[config.mk]
export PLATFORM = sky130hd
export DESIGN_NAME = tcr_device_end_flat
export DESIGN_NICKNAME = d
export VERILOG_FILES = /design/src/shared/tcr_pkg.sv /design/src/shared/tcr_if.sv /design/src/rtl/tcr_device_end.sv /design/src/flat_wrapper.sv
export SDC_FILE = /design/constraint.sdc
export NUM_CORES = 1
export LEC_CHECK = 0
export BUFFER_PORTS_ARGS = -buffer_cell sky130_fd_sc_hd__buf_2
export CAP_MARGIN = 30
export CORE_UTILIZATION = 50
export CTS_CLUSTER_SIZE = 25
export DETAILED_ROUTE_END_ITERATION = 10
export PLACE_DENSITY = 0.95
export SYNTH_ARGS = -nofsm -noshare
export SYNTH_HDL_FRONTEND = slang
export SYNTH_SLANG_ARGS = --single-unit
[constraint.sdc]
create_clock -name clk_sys -period 6.9 [get_ports clk_sys]
set_clock_uncertainty 0.2 [all_clocks]
set_input_delay 1.725 -clock clk_sys [delete_from_list [all_inputs] [get_ports clk_sys]]
set_output_delay 1.725 -clock clk_sys [all_outputs]
set_load 0.02 [all_outputs]
[src/shared/tcr_pkg.sv]
package tcr_pkg;
   // ----------------------------------------------------------------
   // Channel group shape
   // ----------------------------------------------------------------
   localparam int NCH = 4;
   localparam int DW = 8;
   localparam int X2_LANES = 2;
   localparam logic [DW-1:0] WORD_RST = 8'h00;
   localparam logic PHASE_RST = 1'b0;

   // ----------------------------------------------------------------
   // Operating choices
   // ----------------------------------------------------------------
   typedef enum logic [1:0] {
      TX_ONLY,
      RX_ONLY,
      TX_RX
   } tcr_mode_type;

   typedef enum logic [1:0] {
      BOND_X1,
      BOND_X2,
      BOND_X4
   } tcr_bond_type;

   function automatic logic tcr_bonded(input tcr_bond_type b,
         input tcr_mode_type m, input int ch);
      tcr_bonded = (m != RX_ONLY) &&
         ((b == BOND_X4) || ((b == BOND_X2) && (ch < X2_LANES)));
   endfunction : tcr_bonded
endpackage : tcr_pkg

[src/shared/tcr_if.sv]
interface tcr_if;
   import tcr_pkg::*;
   // Clock ticks exported to the fabric
   logic [NCH-1:0] txClkOut;
   logic [NCH-1:0] rxClkOut;
   logic coreClkOut;
   // Channel data in both directions
   logic [NCH-1:0][DW-1:0] txData;
   logic [NCH-1:0][DW-1:0] rxData;

   modport dev(output txClkOut, output rxClkOut, output coreClkOut,
      input txData, output rxData);
   modport fab(input txClkOut, input rxClkOut, input coreClkOut,
      output txData, input rxData);
endinterface : tcr_if

[src/rtl/tcr_device_end.sv]
// Behaviour
// - Non-bonded TX takes fast and slow from one PLL
// - Fast serial clock drives the serializer
// - Slow clock drives encoder, serializer read, FIFO read
// - Byte serializer halves the TX FIFO read clock
// - Export TX slow clock; fabric sends with it
// - RX-only never uses the rate match FIFO
// - Recovered slow clock drives RX PCS; fast deserializes
// - Byte deserializer halves recovered clock for FIFO
// - Export recovered clock; fabric captures with it
// - TX-RX allows rate match; TX clocking unchanged
// - Rate match: recovered clock drives aligner, FIFO write
// - Rate match: TX slow clock drives remaining RX PCS
// - Rate match plus deserializer halves TX clock
// - Rate match: fabric uses TX clock both ways
// - Bonded channels share one slow clock and FIFO control
// - Fast clock per channel; shared from adjacent PLL
// - X2 uses channels 0,1; 2,3 stay independent
// - Shared clock drives bonded TX PCS, exported
// - Bonded byte serializer halves the shared clock
// - No bonding in receive-only operation
// - Bonded rate match splits recovered and shared clocks
// - Bonded rate match plus deserializer halves shared; fabric uses it
module tcr_device_end
   import tcr_pkg::*;
(
   // Clock, reset, enable
   input wire logic clk_sys,
   input wire logic rst_n,
   input wire logic clkEn,
   // Configuration
   input wire tcr_mode_type mode,
   input wire tcr_bond_type bond,
   input wire logic rateMatch,
   input wire logic byteSer,
   input wire logic [NCH-1:0] pllSel,
   input wire logic bondPllSel,
   output logic cfgError,
   // Adjacent PLL ticks, A and B
   input wire logic pllFastA,
   input wire logic pllFastB,
   input wire logic pllSlowA,
   input wire logic pllSlowB,
   // Recovered ticks per channel
   input wire logic [NCH-1:0] recFast,
   input wire logic [NCH-1:0] recSlow,
   // Transmit block enables
   output logic [NCH-1:0] serTick,
   output logic [NCH-1:0] encTick,
   output logic [NCH-1:0] bserRdTick,
   output logic [NCH-1:0] txFifoRdTick,
   // Receive block enables
   output logic [NCH-1:0] deserTick,
   output logic [NCH-1:0] alignTick,
   output logic [NCH-1:0] rmWrTick,
   output logic [NCH-1:0] rmRdTick,
   output logic [NCH-1:0] decTick,
   output logic [NCH-1:0] bdesWrTick,
   output logic [NCH-1:0] orderTick,
   output logic [NCH-1:0] rxFifoWrTick,
   // Datapath words
   input wire logic [NCH-1:0][DW-1:0] rxWordIn,
   output logic [NCH-1:0][DW-1:0] txWordOut,
   // Link
   tcr_if.dev link
);
   typedef struct packed {
      logic [NCH-1:0] txPhase;
      logic [NCH-1:0] rxPhase;
      logic bondPhase;
      logic [NCH-1:0][DW-1:0] txWord;
      logic [NCH-1:0][DW-1:0] rxWord;
   } tcr_dev_state_type;

   tcr_dev_state_type s_q, s_d;
   logic txEn, rxEn, rmEff, sharedSlow, anyBond;
   logic [NCH-1:0] bonded, chSlow, txSlow, txHalf, recHalf, pcsRx;

   // ----------------------------------------------------------------
   // Mode decode
   // ----------------------------------------------------------------
   assign txEn = clkEn && (mode != RX_ONLY);
   assign rxEn = clkEn && (mode != TX_ONLY);
   assign rmEff = rateMatch && (mode == TX_RX);
   assign cfgError = (mode == RX_ONLY) &&
      (rateMatch || (bond != BOND_X1));
   assign sharedSlow = bondPllSel ? pllSlowB : pllSlowA;
   assign anyBond = |bonded;

   // ----------------------------------------------------------------
   // Clock routing per channel
   // ----------------------------------------------------------------
   always_comb begin
      for (int c = 0; c < NCH; c++) begin
         bonded[c] = tcr_bonded(bond, mode, c);
         chSlow[c] = pllSel[c] ? pllSlowB : pllSlowA;
         txSlow[c] = bonded[c] ? sharedSlow : chSlow[c];
         txHalf[c] = txSlow[c] &&
            (bonded[c] ? s_q.bondPhase : s_q.txPhase[c]);
         recHalf[c] = recSlow[c] && s_q.rxPhase[c];
         pcsRx[c] = rmEff ? txSlow[c] : recSlow[c];

         serTick[c] = txEn && (pllSel[c] ? pllFastB : pllFastA);
         encTick[c] = txEn && txSlow[c];
         bserRdTick[c] = txEn && txSlow[c];
         txFifoRdTick[c] = txEn &&
            (byteSer ? txHalf[c] : txSlow[c]);

         deserTick[c] = rxEn && recFast[c];
         alignTick[c] = rxEn && recSlow[c];
         rmWrTick[c] = rxEn && rmEff && recSlow[c];
         rmRdTick[c] = rxEn && rmEff && txSlow[c];
         decTick[c] = rxEn && pcsRx[c];
         bdesWrTick[c] = rxEn && pcsRx[c];
         orderTick[c] = rxEn && pcsRx[c];
         if (!byteSer) begin
            rxFifoWrTick[c] = rxEn && pcsRx[c];
         end else if (rmEff) begin
            rxFifoWrTick[c] = rxEn && txHalf[c];
         end else begin
            rxFifoWrTick[c] = rxEn && recHalf[c];
         end

         link.txClkOut[c] = (mode != RX_ONLY) && !bonded[c] &&
            chSlow[c];
         link.rxClkOut[c] = (mode != TX_ONLY) && recSlow[c];
      end
   end

   assign link.coreClkOut = anyBond && sharedSlow;

   // ----------------------------------------------------------------
   // Dividers and FIFO-side words
   // ----------------------------------------------------------------
   always_comb begin
      s_d = s_q;
      if (sharedSlow) begin
         s_d.bondPhase = !s_q.bondPhase;
      end
      for (int c = 0; c < NCH; c++) begin
         if (chSlow[c]) begin
            s_d.txPhase[c] = !s_q.txPhase[c];
         end
         if (recSlow[c]) begin
            s_d.rxPhase[c] = !s_q.rxPhase[c];
         end
         if (txFifoRdTick[c]) begin
            s_d.txWord[c] = link.txData[c];
         end
         if (rxFifoWrTick[c]) begin
            s_d.rxWord[c] = rxWordIn[c];
         end
      end
   end

   always_ff @(posedge clk_sys or negedge rst_n) begin
      if (!rst_n) begin
         s_q <= '0;
      end else if (clkEn) begin
         s_q <= s_d;
      end
   end

   assign txWordOut = s_q.txWord;
   assign link.rxData = s_q.rxWord;
endmodule : tcr_device_end

[src/flat_wrapper.sv]
// flat-port wrapper written by rule: the top's interface ports become plain ports
module tcr_device_end_flat import tcr_pkg::*;
  (clk_sys, rst_n, clkEn, mode, bond, rateMatch, byteSer, pllSel, bondPllSel, cfgError, pllFastA, pllFastB, pllSlowA, pllSlowB, recFast, recSlow, serTick, encTick, bserRdTick, txFifoRdTick, deserTick, alignTick, rmWrTick, rmRdTick, decTick, bdesWrTick, orderTick, rxFifoWrTick, rxWordIn, txWordOut, link_txClkOut, link_rxClkOut, link_coreClkOut, link_txData, link_rxData);
  tcr_if link_i ();
  input wire logic clk_sys;
  input wire logic rst_n;
  input wire logic clkEn;
  input wire tcr_mode_type mode;
  input wire tcr_bond_type bond;
  input wire logic rateMatch;
  input wire logic byteSer;
  input wire logic [NCH-1:0] pllSel;
  input wire logic bondPllSel;
  output logic cfgError;
  input wire logic pllFastA;
  input wire logic pllFastB;
  input wire logic pllSlowA;
  input wire logic pllSlowB;
  input wire logic [NCH-1:0] recFast;
  input wire logic [NCH-1:0] recSlow;
  output logic [NCH-1:0] serTick;
  output logic [NCH-1:0] encTick;
  output logic [NCH-1:0] bserRdTick;
  output logic [NCH-1:0] txFifoRdTick;
  output logic [NCH-1:0] deserTick;
  output logic [NCH-1:0] alignTick;
  output logic [NCH-1:0] rmWrTick;
  output logic [NCH-1:0] rmRdTick;
  output logic [NCH-1:0] decTick;
  output logic [NCH-1:0] bdesWrTick;
  output logic [NCH-1:0] orderTick;
  output logic [NCH-1:0] rxFifoWrTick;
  input wire logic [NCH-1:0][DW-1:0] rxWordIn;
  output logic [NCH-1:0][DW-1:0] txWordOut;
  output wire logic [$bits(link_i.txClkOut)-1:0] link_txClkOut;
  output wire logic [$bits(link_i.rxClkOut)-1:0] link_rxClkOut;
  output wire logic [$bits(link_i.coreClkOut)-1:0] link_coreClkOut;
  input wire logic [$bits(link_i.txData)-1:0] link_txData;
  output wire logic [$bits(link_i.rxData)-1:0] link_rxData;
  assign link_txClkOut = link_i.txClkOut;
  assign link_rxClkOut = link_i.rxClkOut;
  assign link_coreClkOut = link_i.coreClkOut;
  assign link_i.txData = link_txData;
  assign link_rxData = link_i.rxData;
  tcr_device_end u_core (.clk_sys(clk_sys), .rst_n(rst_n), .clkEn(clkEn), .mode(mode), .bond(bond), .rateMatch(rateMatch), .byteSer(byteSer), .pllSel(pllSel), .bondPllSel(bondPllSel), .cfgError(cfgError), .pllFastA(pllFastA), .pllFastB(pllFastB), .pllSlowA(pllSlowA), .pllSlowB(pllSlowB), .recFast(recFast), .recSlow(recSlow), .serTick(serTick), .encTick(encTick), .bserRdTick(bserRdTick), .txFifoRdTick(txFifoRdTick), .deserTick(deserTick), .alignTick(alignTick), .rmWrTick(rmWrTick), .rmRdTick(rmRdTick), .decTick(decTick), .bdesWrTick(bdesWrTick), .orderTick(orderTick), .rxFifoWrTick(rxFifoWrTick), .rxWordIn(rxWordIn), .txWordOut(txWordOut), .link(link_i));
endmodule
# Yosys cells after proc, flatten, opt, wreduce, memory -nomap -nowiden
# Cells that the tools add are included.
[classes]
eq_ne = 5
reduce_logical = 99
mux = 33
[ops]
columns = ["op", "n"]
rows = [
  ["$logic_and A1 B1 Y1", 66],
  ["$reduce_and A2 Y1", 17],
  ["$mux W1", 33],
  ["$logic_not A1 Y1", 11],
  ["$eq A2 B1 Y1 const B", 2],
  ["$eq A2 B2 Y1 const B", 2],
  ["$reduce_bool A2 Y1", 2],
  ["$logic_or A1 B1 Y1", 2],
  ["$ne A2 B1 Y1 const B", 1],
  ["$reduce_or A2 Y1", 1],
]
[word_totals]
register_bits = 73
word_cells = 154
in_bits = 90
output_inout_bits = 122

# Logic depth before layout (Yosys ltp)
[logic_depth]
depth_word = 9
mapped_depth = 8
depth_no_buf = 7

# Least setup slack after synthesis
# No wires, ideal clock.
[synth_timing]
path_type = "input port to output port"
startpoint = "in mode[0]"
endpoint = "out decTick[3]"
required_ps = 4975
t_arrival_ps = 3469
setup_slack_ps = 1506
path_buffers = 3
stages = 8
path_cell_list = "buf_2 > nor2b_1 > buf_4 > nor3_4 > a21oi_1 > a22oi_1 > o21ai_0 > buf_4"
[synth_via]
elab_chain_cells = 5
[synth_rtl]
columns = ["element", "line_no", "source"]
rows = [
  ["start, declared", "flat_wrapper.sv:8", "input wire tcr_mode_type mode;"],
  ["$ne A2 B1 Y1", "tcr_pkg.sv:28", "tcr_bonded = (m != RX_ONLY) &&"],
  ["$logic_and A1 B1 Y1", "tcr_pkg.sv:28", ""],
  ["$mux W1", "tcr_device_end.sv:97", "txSlow[c] = bonded[c] ? sharedSlow : chSlow[c];"],
  ["$mux W1", "tcr_device_end.sv:101", "pcsRx[c] = rmEff ? txSlow[c] : recSlow[c];"],
  ["$logic_and A1 B1 Y1 (*)", "--", ""],
  ["end, declared", "flat_wrapper.sv:29", "output logic [NCH-1:0] decTick;"],
]
# Mark *: on every way between the ends. The rest lies on a longest branch, timed or not.

# Final worst setup path
[layout_timing]
startpoint = "in mode[0]"
endpoint = "out bdesWrTick[3]"
[layout_via]
elab_chain_cells = 5
[layout_rtl]
columns = ["element", "line_no", "source"]
rows = [
  ["$ne A2 B1 Y1", "tcr_pkg.sv:28", ""],
  ["$logic_and A1 B1 Y1", "tcr_pkg.sv:28", ""],
  ["$mux W1", "tcr_device_end.sv:97", ""],
  ["$mux W1", "tcr_device_end.sv:101", ""],
  ["$logic_and A1 B1 Y1 (*)", "tcr_device_end.sv:114", "bdesWrTick[c] = rxEn && pcsRx[c];"],
  ["end, declared", "flat_wrapper.sv:30", "output logic [NCH-1:0] bdesWrTick;"],
]
# Marked as above.

==> flow_results.org <==
** Clock network
- Number of setup buffers added after CTS :: 0
- Sinks on the clock net :: 73
- Clock tree from TritonCTS :: yes
- The number of hold buffers added after CTS was 0.
- CTS-repair resized insts :: 0
- Number of CTS-inserted buffers :: 9
- Maximum clock path buffer count :: 2
- Clock Tree Root :: sky130_fd_sc_hd__clkbuf_8
- The later pin in the worst-skew pair is clocked with a latency of roughly 0.33 ns.
- Htree depth :: 3
- After clock tree synthesis, the clock-pin slew on the worst setup and hold paths is approximately 0.08 ns.

** Final layout
- Layout cells sized above 1 :: 0.589
- The number of antenna diodes in the final layout is 0.
- Number of standard cells in the final layout excluding fillers :: between 600 and 700
- Sequential cell area in the final layout :: about 0.0018 sq mm
- The multi-input combinational cells in the finished layout cover a total of 0.00169 sq mm.
- For this run, the share of the core covered by cells in the final layout is 0.629.
- For this run, the post-layout net count is about 610.
- The filler cells instantiated in the layout total about 670.
- Relative to the synthesized area, the layout overhead comes to 18.9%.
- The library cell used most frequently in the layout, excluding fill and tap cells, is sky130_fd_sc_hd__buf_2.
- In the layout the commonest cells are sky130_fd_sc_hd__buf_2 (211), sky130_fd_sc_hd__dfrtp_1 (73), sky130_fd_sc_hd__mux2_2 (63).

** Detailed routing
- The routed design has 9.82 mm of wire.
- In the final routed layout, each cell accounts on average for about 16 microns.
- The first detailed-routing pass took 4 iterations.
- Across all layers, the routed design uses roughly 3.2k vias.
- Remaining antenna violation count after routing :: 0
- The detailed router finished its first iteration with ~70 violations.
- In the routed design, unresolved DRC markers number 0.
- Via density :: 5.06

** Worst setup path
- Delay contributed by the slowest stage of the critical path :: approximately 0.73 ns
- At the worst endpoint, the arrival time is ~3.7 ns.
- The worst setup path is captured at a primary output.
- The worst setup path is launched from a primary input.
- Of all nets on the critical path, the largest fanout is 10.
- Cells along the critical path :: buf_2 > nor2b_1 > nor3_4 > a21oi_1 > a22oi_1 > o21ai_0 > buf_2
- STA puts the critical path data required time at 4.97 ns.
- Among the stages of the critical path, the cell type that occurs most often is sky130_fd_sc_hd__buf_2.
- The largest individual stage delay along the critical path comes from the cell sky130_fd_sc_hd__nor2b_1.
- The critical path is of the primary input to primary output type.

** STA
- Endpoints failing hold :: 0
- Final-report setup violation count :: 0
- Setup repair after global routing missed its margin :: false
- Pins over their slew limit :: 0
- Slew at the pin with the worst max-slew slack :: roughly 0.89 ns
- Derived from the worst setup path, the maximum achievable clock frequency is 0.179 GHz.
- Minimum period implied by the final worst setup slack :: about 5.6 ns
- Final setup TNS :: 0 ns
- Tightest slew margin relative to the limit :: 0.408
- Fin crit share :: 0.810

** Power
- Power spread over the standard cell area amounts to between 300 and 400 mW/mm^2.
- Total power draw :: between 1.5 and 2 mW
- Leakage power :: 2.60 nW
- IR drop worst, VDD :: around 0.00026 V

** Place
- The congestion estimate from routability-driven global placement came to ~0.90.
- Detailed placement finished with a half-perimeter wire length of around 7.7 mm.
- Dpl cells :: 606
- Port bufs :: around 210

** GRT
- Largest net degree at the start of global routing :: 74
- Antenna violations before repair :: 0
- Overall overflow remaining after global route :: 0
- Total routing resource utilization after global routing :: 0.233
- Wire length of the first global-routing pass :: 15.6 mm
- Via count of the first global-routing pass :: about 3.3k

** Outcome
- The run finished with clean final reports.

** Synthesis
- Number of warnings issued by yosys :: 0
- Per-instance average area after synthesis :: roughly 11 sq um
- Syn Nets :: roughly 470
- Number of synthesized flops with an enable pin :: 0
- Async set-or-reset flop fraction in the synthesized netlist :: 1.00
- Top FF cell, synth :: sky130_fd_sc_hd__dfrtp_1
- Flip-flop and latch count after synthesis :: 73
- Synth cell types :: 32
- Cells after Synth :: between 300 and 400
- Summing every instance area after synthesis gives about 0.0042 sq mm.
- Post-synthesis sequential area ratio :: 0.438

** Die
- Die outline area :: 0.00871 sq mm
- For this configuration, the core starts out at a cell density of 0.529.
- The die is slightly above 90 microns tall.
- Area of the placeable core :: roughly 0.0079 sq mm
- IO Count :: around 210
- The initialized floorplan defines 32 standard-cell rows.
- Die Span X :: a little over 90 microns

** Worst hold path
- Type of the tightest min-delay check :: flop to flop

** Flow run
- Max-cap violations in this run came to 0.
[cells in the mapped netlist, drive strengths merged, types with 2 or more instances]
master	count	area share
clkbuf	5	0.0045
nand2	13	0.012
and2	15	0.023
o211ai	4	0.0072
xnor2	9	0.019
a21oi	9	0.013
ha	2	0.0060
mux2i	8	0.019
a22oi	4	0.0072
a21o	4	0.0072
nand3	5	0.0060
o21ai	17	0.024
a211oi	4	0.019
dfrtp	73	0.44
nor3	7	0.014
nor2b	8	0.013
nand4	2	0.0030
inv	14	0.013
buf	78	0.14
nor2	22	0.022
mux2	69	0.19
[power breakdown]
group          switching (mW)  internal, mW  total [mW]
registers               0.101         0.608       0.709
logic                   0.428         0.303       0.731
clock network           0.162         0.130       0.291
total                   0.690          1.04        1.73
[routing by layer]
layer | vias up | global-route usage | routed length, microns
met5 | - | 0 | 0
met4 | 0 | 0.0744 | 175
met3 | 14 | 0.0577 | 610
met2 | 158 | 0.436 | 5390
met1 | 1501 | 0.256 | 3650
li1 | 1482 | - | -
[sequential cells by signal, indices dropped and copies added, names as in the netlist]
register and count:
u_core.link.rxData 32, u_core.s_q 9, u_core.txWordOut 32
[final cells by class]
type                            instances  area share
Clock inverter                          7     0.00959
Tap cell                              102      0.0257
Sequential cell                        73       0.368
Inverter                               14      0.0106
Timing Repair Buffer                  213       0.220
Clock buffer                            9      0.0250
Multi-Input combinational cell        205       0.341
[worst max-delay path: cells and delay by family]
kind / cells / cell delay (ns)
and+or+nand+nor: 2 / 0.83
AOI/OAI and AO/OA: 3 / 0.70
buffers and inverters: 2 / 0.41
[final timing paths]
path                            slack, ns                                 end  cells after the start                  startpoint
worst max-delay path                 1.31                       bdesWrTick[3]                      7                     mode[0]
worst min-delay path                 0.28          u_core.s_q[66]$_DFFE_PN0P_                      1  u_core.s_q[66]$_DFFE_PN0P_
worst max register to register       4.87     u_core.txWordOut[9]$_DFFE_PN0P_                      4  u_core.s_q[64]$_DFFE_PN0P_
worst min register to register       0.28          u_core.s_q[66]$_DFFE_PN0P_                      1  u_core.s_q[66]$_DFFE_PN0P_
max in group asynchronous            4.91          u_core.s_q[71]$_DFFE_PN0P_                      3                       rst_n
min in group asynchronous            1.06  u_core.link.rxData[21]$_DFFE_PN0P_                      2                       rst_n
[through the flow]
| step | worst slack (ns) | instance area, sq um | hold slack (ns) |
|---|---|---|---|
| finish | 1.31 | 4960 | 0.278 |
| global route | 1.14 | 4960 | 0.285 |
| CTS | 1.32 | 4930 | 0.276 |
| detailed placement | 1.34 | 4760 | 0.260 |
| global placement | 1.41 | 4760 | 0.255 |
| floorplan | 1.51 | 4170 | 0.240 |
[cells by family (layout without fill, tap and decap cells)]
group / count (synthesis) / count (layout) / share of synthesized area
mux: 77 / 77 / 0.206
compound gates: 44 / 44 / 0.0810
xor+xnor: 9 / 9 / 0.0189
simple gates: 73 / 73 / 0.0927
fa+ha+maj: 2 / 2 / 0.00600
flops: 73 / 73 / 0.438
buf+inv: 97 / 243 / 0.157
No activity file was read; power rests on OpenSTA's default activity.
